[config.mk]
export PLATFORM = sky130hd
export DESIGN_NAME = jack_i2c_slave
export DESIGN_NICKNAME = d
export VERILOG_FILES = /design/src/jack_i2c_pkg.sv /design/src/jack_debounce.sv /design/src/jack_i2c_slave.sv
export SDC_FILE = /design/constraint.sdc
export NUM_CORES = 1
export LEC_CHECK = 0
export BUFFER_PORTS_ARGS = -buffer_cell sky130_fd_sc_hd__buf_2
export CAP_MARGIN = 30
export CELL_PAD_IN_SITES_DETAIL_PLACEMENT = 0
export CELL_PAD_IN_SITES_GLOBAL_PLACEMENT = 1
export CORE_MARGIN = 1
export CORE_UTILIZATION = 42
export DETAILED_ROUTE_END_ITERATION = 10
export PLACE_DENSITY_LB_ADDON = 0.25
export RECOVER_POWER = 100
export SLEW_MARGIN = 20
export SYNTH_ARGS = -nofsm -noshare
export SYNTH_HDL_FRONTEND = slang
export SYNTH_SLANG_ARGS = --single-unit
[constraint.sdc]
create_clock -name clk -period 7.1 [get_ports clk]
set_clock_uncertainty 0.1 [all_clocks]
set_input_delay 0.71 -clock clk [delete_from_list [all_inputs] [get_ports clk]]
set_output_delay 0.71 -clock clk [all_outputs]
set_load 0.05 [all_outputs]
[src/jack_i2c_pkg.sv]
package jack_i2c_pkg;

  // ****************************************************************
  // bus addressing
  // ****************************************************************
  localparam logic [6:0] slave_addr = 7'h3b;
  localparam logic [6:0] general_call_addr = 7'h00;
  localparam int reg_count = 16;
  localparam int ptr_width = 4;

  // ****************************************************************
  // timing
  // ****************************************************************
  localparam int clk_mhz = 125;
  localparam int debounce_ms = 90;
  localparam int debounce_cycles = debounce_ms * 1000 * clk_mhz;
  localparam int detect_cycles_default = 1000;

  // ****************************************************************
  // register file read-only mask and reset value
  // ****************************************************************
  localparam logic [reg_count-1:0] read_only_mask = 16'h0f00;
  localparam logic [7:0] reg_reset_value = 8'h00;

  // ****************************************************************
  // types
  // ****************************************************************
  typedef enum {
    st_idle,
    st_addr,
    st_addr_ack,
    st_ptr,
    st_ptr_ack,
    st_wdata,
    st_wdata_ack,
    st_rdata,
    st_rdata_ack
  } i2c_state_type;

  typedef enum {
    jk_idle,
    jk_debounce,
    jk_detect
  } jack_state_type;

  typedef struct packed {
    logic scl;
    logic sda;
  } i2c_pins_type;

  typedef struct packed {
    logic valid;
    logic [ptr_width-1:0] addr;
    logic [7:0] data;
  } reg_write_type;

endpackage

[src/jack_debounce.sv]
`timescale 1ns/1ps
module jack_debounce
  import jack_i2c_pkg::*;
#(
  parameter int debounce_count = debounce_cycles,
  parameter int detect_count = detect_cycles_default
) (
  input wire logic clk,
  input wire logic rst_n,
  input wire logic jack_detect_input,
  output logic hold_writes,
  output logic inserted,
  output logic event_pulse
);

  initial begin
    if (debounce_count < 1 || detect_count < 1) begin
      $error("jack_debounce: counts must be at least one");
    end
  end

  typedef struct packed {
    jack_state_type st;
    logic last_in;
    logic [31:0] cnt;
    logic inserted;
    logic evt;
  } jack_reg_type;

  jack_reg_type s_r;
  jack_reg_type s_nxt;

  // ****************************************************************
  // debounce and detection sequencer
  // ****************************************************************
  always_comb begin
    s_nxt = s_r;
    s_nxt.last_in = jack_detect_input;
    s_nxt.evt = 1'b0;
    unique case (s_r.st)
      jk_idle: begin
        if (s_r.last_in && !jack_detect_input) begin
          s_nxt.st = jk_debounce;
          s_nxt.cnt = 32'h0000_0000;
        end else if (!s_r.last_in && jack_detect_input && s_r.inserted) begin
          s_nxt.inserted = 1'b0;
          s_nxt.evt = 1'b1;
        end
      end
      jk_debounce: begin
        if (jack_detect_input) begin
          s_nxt.st = jk_idle;
        end else if (s_r.cnt == 32'(debounce_count - 1)) begin
          s_nxt.st = jk_detect;
          s_nxt.cnt = 32'h0000_0000;
        end else begin
          s_nxt.cnt = s_r.cnt + 32'h0000_0001;
        end
      end
      jk_detect: begin
        if (s_r.cnt == 32'(detect_count - 1)) begin
          s_nxt.st = jk_idle;
          s_nxt.inserted = 1'b1;
          s_nxt.evt = 1'b1;
        end else begin
          s_nxt.cnt = s_r.cnt + 32'h0000_0001;
        end
      end
    endcase
  end

  always_ff @(posedge clk or negedge rst_n) begin
    if (!rst_n) begin
      s_r <= '{st: jk_idle, last_in: 1'b1, cnt: 32'h0000_0000, inserted: 1'b0, evt: 1'b0};
    end else begin
      s_r <= s_nxt;
    end
  end

  assign hold_writes = (s_r.st != jk_idle);
  assign inserted = s_r.inserted;
  assign event_pulse = s_r.evt;

endmodule // jack_debounce

[src/jack_i2c_slave.sv]
`timescale 1ns/1ps
// Contract
// - first byte is seven-bit address plus direction bit, MSB first
// - general call address is ignored and not acknowledged
// - acknowledge only 0x76 write or 0x77 read, SDA low at ack clock
// - only complete acknowledged bytes take effect; partial bytes dropped
// - SDA change while SCL high is START or STOP
// - every byte followed by one ack bit; byte count unlimited
// - transmitter releases SDA before the ack bit
// - addressed receiver acknowledges every byte, low through ack high phase
// - write: byte after address is pointer; next byte stored at ack rise
// - read: pointer write, restart, read address; data loaded at ack rise
// - pointer survives STOP and new START
// - single mode write repeats into same register until STOP or restart
// - single mode read repeats same register until NACK
// - burst write increments pointer, acks read-only writes without change
// - burst read increments pointer after each byte until NACK
// - jack-detect falling edge starts 90 ms debounce, then detection
// - register writes deferred while debounce and detection run; one pending slot, so a later write replaces an earlier held one
// - jack-detect rising before expiry releases pending writes
// - insertion status updated when insertion or removal processed
module jack_i2c_slave
  import jack_i2c_pkg::*;
#(
  parameter bit auto_inc_write = 1'b1,
  parameter bit auto_inc_read = 1'b1,
  parameter int debounce_count = debounce_cycles,
  parameter int detect_count = detect_cycles_default
) (
  input wire logic clk,
  input wire logic reset_n,
  input wire logic scl_in,
  input wire logic sda_in,
  output logic sda_out,
  output logic sda_oe_n,
  input wire logic jack_detect_input,
  input wire logic [7:0] status_in [reg_count],
  output logic [7:0] ctrl_out [reg_count],
  output logic insertion_status,
  output logic ins_rem_event
);

  initial begin
    if (!(debounce_count >= 1 && detect_count >= 1)) begin
      $error("jack_i2c_slave: bad counts");
    end
    if (reg_count > (1 << ptr_width)) begin
      $error("jack_i2c_slave: pointer too narrow for register count");
    end
  end

  // ****************************************************************
  // reset release
  // ****************************************************************
  logic [1:0] rst_sync_r;
  logic rst_n;

  always_ff @(posedge clk or negedge reset_n) begin
    if (!reset_n) begin
      rst_sync_r <= 2'b00;
    end else begin
      rst_sync_r <= {rst_sync_r[0], 1'b1};
    end
  end
  assign rst_n = rst_sync_r[1];

  // ****************************************************************
  // jack detect sequencer
  // ****************************************************************
  logic hold_writes;

  jack_debounce #(
    .debounce_count(debounce_count),
    .detect_count(detect_count)
  ) u_debounce (
    .clk(clk),
    .rst_n(rst_n),
    .jack_detect_input(jack_detect_input),
    .hold_writes(hold_writes),
    .inserted(insertion_status),
    .event_pulse(ins_rem_event)
  );

  // ****************************************************************
  // i2c protocol state
  // ****************************************************************
  typedef struct packed {
    i2c_state_type st;
    i2c_pins_type last;
    logic [7:0] shift;
    logic [2:0] bitn;
    logic [ptr_width-1:0] ptr;
    logic rw;
    logic drive_low;
    logic full;
    reg_write_type pend;
  } slave_reg_type;

  slave_reg_type s_r;
  slave_reg_type s_nxt;
  logic [7:0] regs_r [reg_count];

  logic scl_rise;
  logic scl_fall;
  logic start_cond;
  logic stop_cond;

  // ****************************************************************
  // bus edge and condition detect
  // ****************************************************************
  assign scl_rise = !s_r.last.scl && scl_in;
  assign scl_fall = s_r.last.scl && !scl_in;
  assign start_cond = s_r.last.scl && scl_in && s_r.last.sda && !sda_in;
  assign stop_cond = s_r.last.scl && scl_in && !s_r.last.sda && sda_in;

  // ****************************************************************
  // byte receive, acknowledge and transmit
  // ****************************************************************
  always_comb begin
    s_nxt = s_r;
    s_nxt.last = '{scl: scl_in, sda: sda_in};
    if (!hold_writes && s_r.pend.valid) begin
      s_nxt.pend.valid = 1'b0;
    end
    if (start_cond) begin
      s_nxt.st = st_addr;
      s_nxt.bitn = 3'h0;
      s_nxt.full = 1'b0;
      s_nxt.drive_low = 1'b0;
    end else if (stop_cond) begin
      s_nxt.st = st_idle;
      s_nxt.drive_low = 1'b0;
    end else begin
      unique case (s_r.st)
        st_idle: begin
        end
        st_addr, st_ptr, st_wdata: begin
          if (scl_rise) begin
            s_nxt.shift = {s_r.shift[6:0], sda_in};
            s_nxt.bitn = s_r.bitn + 3'h1;
            s_nxt.full = (s_r.bitn == 3'h7);
          end else if (scl_fall && s_r.full) begin
            // eighth bit done: decide ack; the fall that follows START holds no byte
            s_nxt.full = 1'b0;
            if (s_r.st == st_addr) begin
              if (s_r.shift[7:1] == slave_addr && s_r.shift[7:1] != general_call_addr) begin
                s_nxt.rw = s_r.shift[0];
                s_nxt.drive_low = 1'b1;
                s_nxt.st = st_addr_ack;
              end else begin
                s_nxt.st = st_idle;
              end
            end else begin
              s_nxt.drive_low = 1'b1;
              s_nxt.st = (s_r.st == st_ptr) ? st_ptr_ack : st_wdata_ack;
            end
          end
        end
        st_addr_ack, st_ptr_ack, st_wdata_ack: begin
          if (scl_rise) begin
            if (s_r.st == st_ptr_ack) begin
              s_nxt.ptr = s_r.shift[ptr_width-1:0];
            end else if (s_r.st == st_wdata_ack) begin
              s_nxt.pend = '{valid: 1'b1, addr: s_r.ptr, data: s_r.shift};
              if (auto_inc_write) begin
                s_nxt.ptr = s_r.ptr + 1'b1;
              end
            end else if (s_r.rw) begin
              s_nxt.shift = regs_r[s_r.ptr];
            end
          end else if (scl_fall) begin
            s_nxt.bitn = 3'h0;
            if (s_r.st == st_addr_ack && s_r.rw) begin
              s_nxt.st = st_rdata;
              s_nxt.drive_low = !s_r.shift[7];
            end else begin
              s_nxt.drive_low = 1'b0;
              s_nxt.st = (s_r.st == st_addr_ack) ? st_ptr : st_wdata;
            end
          end
        end
        st_rdata: begin
          if (scl_rise) begin
            s_nxt.bitn = s_r.bitn + 3'h1;
          end else if (scl_fall) begin
            if (s_r.bitn == 3'h0) begin
              s_nxt.drive_low = 1'b0;
              s_nxt.st = st_rdata_ack;
            end else begin
              s_nxt.drive_low = !s_r.shift[3'h7 - s_r.bitn];
            end
          end
        end
        st_rdata_ack: begin
          if (scl_rise) begin
            if (sda_in) begin
              s_nxt.st = st_idle;
            end else begin
              if (auto_inc_read) begin
                s_nxt.ptr = s_r.ptr + 1'b1;
                s_nxt.shift = regs_r[s_r.ptr + 1'b1];
              end else begin
                s_nxt.shift = regs_r[s_r.ptr];
              end
            end
          end else if (scl_fall) begin
            s_nxt.bitn = 3'h0;
            s_nxt.st = st_rdata;
            s_nxt.drive_low = !s_r.shift[7];
          end
        end
      endcase
    end
  end

  always_ff @(posedge clk or negedge rst_n) begin
    if (!rst_n) begin
      s_r <= '{st: st_idle, last: '{scl: 1'b1, sda: 1'b1}, shift: 8'h00, bitn: 3'h0,
               ptr: '0, rw: 1'b0, drive_low: 1'b0, full: 1'b0,
               pend: '{valid: 1'b0, addr: '0, data: 8'h00}};
    end else begin
      s_r <= s_nxt;
    end
  end

  // ****************************************************************
  // register file
  // ****************************************************************
  genvar gi;
  generate
    for (gi = 0; gi < reg_count; gi++) begin : g_reg
      if (read_only_mask[gi]) begin : g_ro
        assign regs_r[gi] = status_in[gi];
      end else begin : g_rw
        logic [7:0] val_r;
        always_ff @(posedge clk or negedge rst_n) begin
          if (!rst_n) begin
            val_r <= reg_reset_value;
          end else if (s_r.pend.valid && !hold_writes && s_r.pend.addr == ptr_width'(gi)) begin
            val_r <= s_r.pend.data;
          end
        end
        assign regs_r[gi] = val_r;
      end
      assign ctrl_out[gi] = regs_r[gi];
    end
  endgenerate

  // ****************************************************************
  // open-drain data pin
  // ****************************************************************
  assign sda_out = 1'b0;
  assign sda_oe_n = !s_r.drive_low;

endmodule // jack_i2c_slave

==> results of run 1 <==
[worst max-delay path by stage]
stage / startpoint / endpoint / slack, ns / cells after the start
finish: rst_sync_r[1] / u_debounce.s_r[22] / 2.95 / 1
global route: rst_sync_r[1] / s_r[0] / 2.10 / 1
CTS: s_r[18] / s_r[26] / 4.02 / 5
detailed placement: s_r[18] / s_r[26] / 4.06 / 5
global placement: s_r[18] / s_r[26] / 4.08 / 5
floorplan: rst_sync_r[1] / g_reg[0].g_rw.val_r[0] / 1.86 / 0
[cells by family after synthesis]
family / count (synthesis)
other cells: 2
simple gates: 217
mux: 230
buf+inv: 102
compound gates: 149
fa+ha+maj: 11
flops: 172
xor+xnor: 22
[timing repair]
action | CTS | global route
hold endpoints to repair | 2 | 0
hold buffers | 1 | 0
setup buffers | 0 | 0
[sequential cells by signal, summed over array words and instances, names as in the netlist]
name	cells
g.g_rw.val_r	96
rst_sync_r	2
s_r	37
u_debounce.event_pulse	1
u_debounce.inserted	1
u_debounce.s_r	35
[power groups by stage]
stage          registers (mW)  clock network, mW  logic, mW
2_1_floorplan            1.66                  0       1.53
4_1_cts                  1.54              0.960       2.30
3_3_place_gp             1.55                  0       2.28
6_report                 1.53              0.942       2.32
5_1_grt                  1.56               1.00       2.46
3_5_place_dp             1.56                  0       2.30
[final cells by class]
| cell class | count | area [um2] |
|---|---|---|
| Inverter | 19 | 71.3 |
| Fill cell | 2306 | 12100 |
| Clock buffer | 18 | 429 |
| Sequential cell | 172 | 4310 |
| Multi-Input combinational cell | 631 | 5360 |
| Tap cell | 319 | 399 |
| Timing Repair Buffer | 184 | 807 |
| Clock inverter | 14 | 173 |
[cell usage in the layout (no fill, tap or decap), drive strengths merged, types with 13 or more instances in the layout]
master and instances:
nand2 46, a21oi 20, clkbuf 158, nand2b 13
mux2 136, a221oi 17, mux4 34, nor3 16
o21ai 35, inv 26, buf 43, a22oi 19
nor2 59, mux2i 60, dfrtp 169, nand3 24
[layer usage]
layer / wire [um] / vias to the layer above / global-route usage [%]
met5: 0 / - / 0
met4: 261 / 0 / 5.22
met3: 1950 / 21 / 4.49
met2: 13400 / 296 / 37.3
met1: 13900 / 4031 / 36.1
li1: - / 3610 / -
==> metrics.md, run 1 <==
| Metric | Value |
|---|---|
| Final Instance Area | `11500 um2` |
| Count of TritonRoute iterations in the first routing pass | `5` |
| ANT nets after route | `0` |
| Synth cell count leaders | `dfrtp_1 (169), mux2_2 (136), mux2i_1 (60)` |
| Area of the core | `23700 um2` |
| Simple-gate portion of the synthesized area | `10.9%` |
| Lkg Pwr | `5.07 nW` |
| Ys async rst share | `100%` |
| Total power | `4.80 mW` |
| Crit-path leading delay family | `buffers and inverters` |
| Clk sinks | `172` |
| Clock network power share | `19.6%` |
| Top cell type's share of synthesized area | `41.4%` |
| Sw power | `2.28 mW` |
| Chip Width | `158 um` |
| CP max FO | `51` |
| Setup_tns | `0 ns` |
| First-pass GRT wire length | `45500 um` |
| Reg-to-reg slack, setup | `2.95 ns` |
| Ys flop type | `dfrtp_1` |
| Root buf cell | `clkbuf_16` |
| Final Critical Period | `4.15 ns` |
| Final setup viols | `0` |
| Sw frac | `47.5%` |
| Non-filler instance count after layout | `1357` |
| Ys Warns | `0` |
| Placed instance area | `11100 um2` |
| Most frequent cell after synthesis | `dfrtp_1` |
| Pin count of the biggest net entering global routing | `77` |
| Cell Area, Synth | `10200 um2` |
| CTS tree | `done` |
| Critical Path Sink Type | `async pin` |
| RR Startpoint | `rst_sync_r[1]` |
| Routed WL | `29500 um` |
| CP cell instances | `clkbuf_1` |
| Failing checks | `max-capacitance violations, max-slew violations` |
| Worst EP arrival | `4.08 ns` |
| N_diodes | `0` |
| Clock Tree Buf Depth | `2` |
| Starting Density | `43.2%` |
| Reg2reg path depth | `1` |
| Total internal power | `2.52 mW` |
| Mux cell area share after synthesis | `28.3%` |
| Setup WS pre-CTS | `4.06 ns` |
| Post-Synth XOR/XNOR Area | `1.88%` |
| Crit Path Class | `reg2async` |
| Die height | `158 um` |
| Area contributors post-synth | `dfrtp_1 (41%), mux2_2 (15%), mux4_2 (7.5%)` |
| Net Count, Synth | `1049` |
| Crit start category | `flip-flop` |
| Hold path startpoint | `rst_sync_r[0]` |
| IO Pins | `265` |
| WL/cell | `21.8 um` |
| CTS resizes | `0` |
| Initial antenna violation count | `1` |
| CTS Buf Count | `17` |
| Sequential share of power | `31.9%` |
| Sequential fraction of the synthesis area | `42.1%` |
| GPL Wtd Cong | `0.845` |
| Pwr Density | `415 nW/um2` |
| Global route overflow | `0` |
| Row cnt | `56` |
| Synthesized flop and latch total | `172` |
| Fin. Hold Viols | `0` |
| WHS | `0.251 ns` |
| Worst Hold Path EP | `rst_sync_r[1]` |
| Slew headroom | `-64.2%` |
| EDFF count, synth | `0` |
| DR vias | `7958` |
| Vias/cell | `5.86` |
| Adder-cell share of the synthesized area | `1.35%` |
| Cell count after synthesis | `905` |
| Slew of the pin with the lowest slew margin | `2.46 ns` |
| Upper clock frequency limit | `241 MHz` |
| Worst reg2reg path endpoint | `u_debounce.s_r[22]` |
| H-tree depth | `4` |
| Compound-Gate Fraction of Synth Area | `9.96%` |
| P&R area growth vs syn | `12.9%` |
| Vias in the first global route | `7521` |
| Die ar. | `25000 um2` |
| Drt first-iter violations | `583` |
| Netlist cell types | `66` |
| Worst-Skew Late Latency | `0.44 ns` |
| Input/output buffers | `167` |
| Unrepaired setup endpoints after global routing | `false` |
| Cell taking the most area after synthesis | `dfrtp_1` |
| Syn_area_per_cell | `11.3 um2` |
| Tcrit/Tclk final | `58.5%` |
| Status | `complete, but fails checks` |
| CP max stage delay | `1.84 ns` |
| WP buf/inv | `1` |
| Slowest stage cell on the critical path | `clkbuf_1` |
| Final core utilization | `48.8%` |
| Combinational power share | `48.4%` |
| Share of layout cells above drive strength 1 | `24.7%` |
| CTS clk-pin slew, worst paths | `0.08 ns` |
| Largest family of logic cells by synthesized area | `multiplexers` |
| Final Net Count | `1169` |
| Worst setup margin | `2.95 ns` |
| Max Cap Viol | `3` |
| Required @ worst endpoint | `7.02 ns` |
| Max Transition Viols Final | `115` |
| Drc violations | `0` |
| WHS Path Cells | `0` |
| GRT Resource Usage Total | `24.5%` |
| Max IR drop VDD | `0.260 mV` |
| Hold WC Path Type | `reg2reg` |
| Placed insts | `1319` |
| Final HPWL DP | `20600 um` |
(Power assumes the default switching activity.)
==> run 2: changes to the inputs <==
--- a/config.mk
+++ b/config.mk
@@ -10,7 +10,7 @@
 export CELL_PAD_IN_SITES_DETAIL_PLACEMENT = 0
 export CELL_PAD_IN_SITES_GLOBAL_PLACEMENT = 1
 export CORE_MARGIN = 1
-export CORE_UTILIZATION = 42
+export CORE_UTILIZATION = 38
 export DETAILED_ROUTE_END_ITERATION = 10
 export PLACE_DENSITY_LB_ADDON = 0.25
 export RECOVER_POWER = 100
==> constraint.sdc (replaced) <==
create_clock -name clk -period 3.8 [get_ports clk]
set_clock_uncertainty 0.1 [all_clocks]
set_input_delay 0.38 -clock clk [delete_from_list [all_inputs] [get_ports clk]]
set_output_delay 0.38 -clock clk [all_outputs]
set_load 0.05 [all_outputs]
==> run 2 against run 1 <==
The flow finishes with violations (design-rule violations, max-capacitance violations, max-slew violations). Routed wire length up 3.5%. Combinational power up 87%. Largest power group unchanged. Via count down 0.16%. Die area up 10%. Core utilization down 4.5 points. Highest routed layer unchanged. Critical path type is now reg2reg. Sequential power up 86%. Sequential share of layout area down 0.13 points.
==> metrics.md, run 2 (synthesized netlist as in run 1, its figures left out) <==
| Metric | Value |
|---|---|
| Row cnt | `59 (+5.4%)` |
| Count of TritonRoute iterations in the first routing pass | `8 (+3)` |
| Final Instance Area | `11600 um2 (+0.36%)` |
| Required @ worst endpoint | `4.00 ns (-3.02 ns)` |
| Root buf cell | `clkbuf_16` |
| Global route overflow | `0 (unchanged)` |
| Drt first-iter violations | `461 (-21%)` |
| Worst-Skew Late Latency | `0.44 ns (about the same)` |
| Largest regs | `g.g_rw.val_r x96, s_r x37, u_debounce.s_r x35` |
| RR Startpoint | `s_r[16]` |
| Slew headroom | `-43.0% (+21 points)` |
| Clock Tree Buf Depth | `2 (unchanged)` |
| Crit start category | `flip-flop` |
| Routed WL | `30600 um (+3.5%)` |
| Worst EP arrival | `3.43 ns (-0.65 ns)` |
| Drc violations | `18 (+18)` |
| P&R area growth vs syn | `13.3%` |
| Max IR drop VDD | `0.415 mV (+60%)` |
| Slew of the pin with the lowest slew margin | `2.15 ns (-0.318 ns)` |
| Die ar. | `27600 um2 (+10%)` |
| Max reg flops | `96 (unchanged)` |
| Reg-to-reg slack, setup | `0.57 ns (-2.37 ns)` |
| Hold path startpoint | `sda_in` |
| Clk sinks | `172 (unchanged)` |
| CTS tree | `done` |
| Largest reg by FF count | `g.g_rw.val_r` |
| Leading cell type in the layout, fill and taps excluded | `dfrtp_1` |
| Pwr Density | `776 nW/um2 (+87%)` |
| CTS clk-pin slew, worst paths | `0.07 ns (about the same)` |
| CP max FO | `14 (-73%)` |
| Setup_tns | `0 ns (unchanged)` |
| WHS | `0.137 ns (-0.113 ns)` |
| Hold WC Path Type | `in2reg` |
| Vias/cell | `5.77 (-1.7%)` |
| Placed insts | `1342 (+1.7%)` |
| Post-CTS Setup Repair Bufs | `0 (unchanged)` |
| Initial antenna violation count | `0 (-1)` |
| Vias in the first global route | `7611 (+1.2%)` |
| Input/output buffers | `167 (unchanged)` |
| Final Net Count | `1174 (+0.43%)` |
| Final setup viols | `0 (unchanged)` |
| N_diodes | `0 (unchanged)` |
| WL/cell | `22.2 um (+1.9%)` |
| Max Cap Viol | `1 (-2)` |
| Max Transition Viols Final | `50 (-57%)` |
| DR vias | `7945 (-0.16%)` |
| IO Pins | `265 (unchanged)` |
| Worst reg2reg path endpoint | `s_r[27]` |
| Final HPWL DP | `21800 um (+5.6%)` |
| ANT nets after route | `0 (unchanged)` |
| Non-filler instance count after layout | `1378 (+1.5%)` |
| Commonest non-fill, non-tap cells in the layout | `dfrtp_1 (167), clkbuf_1 (141), mux2_2 (136)` |
| Final Critical Period | `3.23 ns (-0.928 ns)` |
| Failing checks | `design-rule violations, max-capacitance violations, max-slew violations` |
| Share of layout cells above drive strength 1 | `24.8% (+0.17 points)` |
| Lkg Pwr | `5.08 nW (+0.13%)` |
| Upper clock frequency limit | `310 MHz (+29%)` |
| Pin count of the biggest net entering global routing | `86 (+12%)` |
| # fillers | `2591 (+12%)` |
| Tcrit/Tclk final | `84.9% (+26 points)` |
| Fin. Hold Viols | `0 (unchanged)` |
| Area of the core | `26200 um2 (+11%)` |
| Critical Path Sink Type | `flip-flop` |
| Worst Hold Path EP | `s_r[31]` |
| Unrepaired setup endpoints after global routing | `false` |
| H-tree depth | `4 (unchanged)` |
| Final core utilization | `44.2% (-4.5 points)` |
| First-pass GRT wire length | `47200 um (+3.8%)` |
| WHS Path Cells | `1 (+1)` |
| GPL Wtd Cong | `0.856 (+1.3%)` |
| Chip Width | `166 um (+5.1%)` |
| Crit Path Class | `reg2reg` |
| CTS Buf Count | `17 (unchanged)` |
| Die height | `166 um (+5.1%)` |
| Status | `complete, but fails checks` |
| Placed instance area | `11200 um2 (+0.70%)` |
| Starting Density | `39.0% (-4.2 points)` |
| Reg2reg path depth | `7 (+6)` |
| GRT Resource Usage Total | `22.4% (-2.0 points)` |
==> run 2: layout make-up <==
cell class	instances	area [um2]	share of cell area, %
clock buffers	17	425	3.67
clock inverters	15	174	1.50
inverters	19	71.3	0.615
multi-input cells	631	5360	46.3
flip-flops and latches	172	4310	37.2
well taps	335	419	3.62
repair buffers	189	827	7.14
==> run 2: through the flow <==
| step | total power, mW | setup slack [ns] |
|---|---|---|
| detailed placement | 7.29 | 0.871 |
| global route | 9.44 | 0.459 |
| CTS | 9.09 | 0.881 |
| global placement | 7.25 | 0.911 |
| floorplan | 5.96 | 0.860 |
| finish | 9.00 | 0.574 |
==> run 2: report_power, final <==
| part | internal, mW | leakage, nW | switching, mW | total (mW) |
|---|---|---|---|---|
| Clock | 0.940 | 0.284 | 0.851 | 1.79 |
| Sequential | 2.18 | 2.31 | 0.678 | 2.85 |
| Combinational | 1.62 | 2.49 | 2.73 | 4.35 |
==> run 2: worst max path at each step <==
stage | start | endpoint | slack (ns) | depth (start not counted)
floorplan | rst_sync_r[1] | g_reg[0].g_rw.val_r[0] | 0.86 | 0
global placement | u_debounce.s_r[2] | u_debounce.s_r[18] | 0.91 | 7
detailed placement | s_r[16] | s_r[26] | 0.87 | 6
CTS | u_debounce.s_r[2] | u_debounce.s_r[29] | 0.88 | 7
global route | s_r[16] | s_r[26] | 0.46 | 7
finish | s_r[16] | s_r[27] | 0.57 | 7
==> run 2: worst max-delay path, cell delays in order, from the launching register on <==
cell and delay (ns):
dfrtp_2 0.56, ha_4 0.25, xor2_1 0.16, nor2_1 0.68, clkbuf_1 0.50, a221oi_1 0.31, a221oi_1 0.40, a31oi_1 0.13
==> run 2: per-layer routing <==
metal  up-vias  track usage [%]  wire length, um
met3        25             3.38             1480
met1      4082             33.4            14800
li1       3608                -                -
met2       230             34.0            13900
met5         -                0                0
met4         0             5.57              355
==> run 2: what timing repair did <==
item | CTS | global route
hold endpoints to repair | 4 | 0
hold buffers | 3 | 0
gates resized for setup | 0 | 0
==> run 3: changes to the inputs <==
--- a/config.mk
+++ b/config.mk
@@ -10,7 +10,7 @@
 export CELL_PAD_IN_SITES_DETAIL_PLACEMENT = 0
 export CELL_PAD_IN_SITES_GLOBAL_PLACEMENT = 1
 export CORE_MARGIN = 1
-export CORE_UTILIZATION = 38
+export CORE_UTILIZATION = 42
 export DETAILED_ROUTE_END_ITERATION = 10
 export PLACE_DENSITY_LB_ADDON = 0.25
 export RECOVER_POWER = 100
==> constraint.sdc (replaced) <==
create_clock -name clk -period 3.1 [get_ports clk]
set_clock_uncertainty 0.1 [all_clocks]
set_input_delay 0.31 -clock clk [delete_from_list [all_inputs] [get_ports clk]]
set_output_delay 0.31 -clock clk [all_outputs]
set_load 0.05 [all_outputs]
==> run 3 against run 2 <==
The run ends with max-capacitance violations, max-slew violations left. Global-route usage up 2.0 points. Clock power is 18% higher. Setup slack got worse by 0.20 ns.
==> metrics.md, run 3 (synthesized netlist as in run 1, its figures left out) <==
| Metric | Value |
|---|---|
| Max reg flops | `96 (unchanged)` |
| Post-CTS Setup Repair Bufs | `0 (unchanged)` |
| Placed instance area | `11300 um2 (+1.5%)` |
| Root buf cell | `clkbuf_16` |
| Status | `complete, but fails checks` |
| Drc violations | `0 (-18)` |
| IO Pins | `265 (unchanged)` |
| Final HPWL DP | `21000 um (-3.6%)` |
| RR Startpoint | `u_debounce.s_r[2]` |
| CP max FO | `13 (-1)` |
| Required @ worst endpoint | `3.31 ns (-0.69 ns)` |
| M3 GR Usage | `3.39% (+0.010 points)` |
| Largest reg by FF count | `g.g_rw.val_r` |
| Pin count of the biggest net entering global routing | `74 (-14%)` |
| Max IR drop VDD | `0.529 mV (+28%)` |
| H-tree depth | `4 (unchanged)` |
| Chip Width | `158 um (-4.8%)` |
| ANT nets after route | `0 (unchanged)` |
| DR vias | `8074 (+1.6%)` |
| Final core utilization | `49.4% (+5.2 points)` |
| GRT Resource Usage Total | `24.5% (+2.0 points)` |
| Worst setup margin | `0.375 ns (-0.198 ns)` |
| Die ar. | `25000 um2 (-9.4%)` |
| Area of the multi-input gates | `5380 um2 (+0.26%)` |
| Fin. Hold Viols | `0 (unchanged)` |
| GR Util met1 | `36.8% (+3.4 points)` |
| Unrepaired setup endpoints after global routing | `false` |
| Worst EP arrival | `2.94 ns (-0.49 ns)` |
| Routed WL | `29700 um (-3.0%)` |
| Input/output buffers | `167 (unchanged)` |
| Initial antenna violation count | `0 (unchanged)` |
| Setup WS pre-CTS | `0.515 ns (-0.356 ns)` |
| Final setup viols | `0 (unchanged)` |
| Final Net Count | `1197 (+2.0%)` |
| Pwr Density | `947 nW/um2 (+22%)` |
| Leading cell type in the layout, fill and taps excluded | `dfrtp_1` |
| N_diodes | `0 (unchanged)` |
| Count of TritonRoute iterations in the first routing pass | `5 (-3)` |
| Share of layout cells above drive strength 1 | `25.5% (+0.68 points)` |
| WL/cell | `21.4 um (-3.5%)` |
| # fillers | `2333 (-10%)` |
| Max Transition Viols Final | `43 (-14%)` |
| Vias/cell | `5.83 (+1.1%)` |
| Hold WC Path Type | `in2async` |
| Met2 Use GR | `37.6% (+3.6 points)` |
| Crit start category | `primary input` |
| CTS Buf Count | `17 (unchanged)` |
| Final Instance Area | `11700 um2 (+0.98%)` |
| Slew headroom | `-19.8% (+23 points)` |
| Worst-Skew Late Latency | `0.43 ns (about the same)` |
| Global route overflow | `0 (unchanged)` |
| P&R area growth vs syn | `14.5%` |
| Vias in the first global route | `7700 (+1.2%)` |
| Slew of the pin with the lowest slew margin | `1.80 ns (-0.349 ns)` |
| Commonest non-fill, non-tap cells in the layout | `dfrtp_1 (168), clkbuf_1 (152), mux2_2 (136)` |
| Reg area | `4310 um2 (about the same)` |
| GPL Wtd Cong | `0.851 (-0.60%)` |
| Upper clock frequency limit | `367 MHz` |
| Crit Path Class | `in2reg` |
| Final Critical Period | `2.72 ns` |
| First-pass GRT wire length | `45500 um (-3.7%)` |
| Clk sinks | `172 (unchanged)` |
| CTS tree | `done` |
| CTS clk-pin slew, worst paths | `0.08 ns (about the same)` |
| Die height | `158 um (-4.8%)` |
| Setup_tns | `0 ns (unchanged)` |
| Lkg Pwr | `5.16 nW (+1.5%)` |
| Critical Path Sink Type | `flip-flop` |
| Row cnt | `56 (-5.1%)` |
| Starting Density | `43.2% (+4.2 points)` |
| Area of the core | `23700 um2 (-9.6%)` |
| CTS resizes | `0 (unchanged)` |
| Hold-fix buffers, CTS | `4 (+1)` |
| Tcrit/Tclk final | `87.9%` |
| Largest regs | `g.g_rw.val_r x96, s_r x37, u_debounce.s_r x35` |
| Busiest grt layer | `met2` |
| Drt first-iter violations | `543 (+18%)` |
| Critical Path Start | `sda_in` |
| Max Cap Viol | `1 (unchanged)` |
| Clock Tree Buf Depth | `2 (unchanged)` |
| Failing checks | `max-capacitance violations, max-slew violations` |
run 3: worst paths after layout:
path / endpoint / slack, ns / cells after the start
hold reg to reg: rst_sync_r[1] / 0.25 / 0
max in group asynchronous: g_reg[2].g_rw.val_r[0] / 0.65 / 1
min in group clk: rst_sync_r[1] / 0.25 / 0
setup / recovery: s_r[1] / 0.38 / 7
setup reg to reg: u_debounce.s_r[29] / 0.38 / 8
hold / removal: rst_sync_r[0] / 0.09 / 2
run 3: area by class of cell:
class,count,area share (%)
inverters,19,0.609
clock buffers,18,3.67
clock inverters,14,1.27
multi-input cells,631,45.9
flip-flops and latches,172,36.8
repair buffers,212,8.29
well taps,319,3.41
run 3: worst max-delay path: stages:
cell and delay [ns]:
dlygate4sd3_1 0.53, clkbuf_1 0.39, xor2_1 0.22, nand2_1 0.22
nand4_1 0.15, clkbuf_1 0.69, mux2_2 0.42
run 3: where the power goes:
part	switching (mW)	internal, mW	leakage (nW)
Combinational	3.43	2.10	2.57
Clock	1.03	1.08	0.281
Sequential	0.764	2.67	2.31
run 3: metal layers:
metal,share of wire [%],vias up,wire (um)
met5,0,-,0
met1,48,4140,14100
met3,6.6,10,1960
li1,-,3649,-
met2,45,275,13400
met4,0.50,0,148
run 3: metrics by stage:
step	hold slack, ns	power, mW	cells
finish	0.0890	11.1	1385
global route	0.0844	11.6	1385
CTS	0.0683	11.2	1385
detailed placement	-0.00188	9.06	1349
global placement	-0.00548	9.01	1348
floorplan	-0.0856	7.31	905
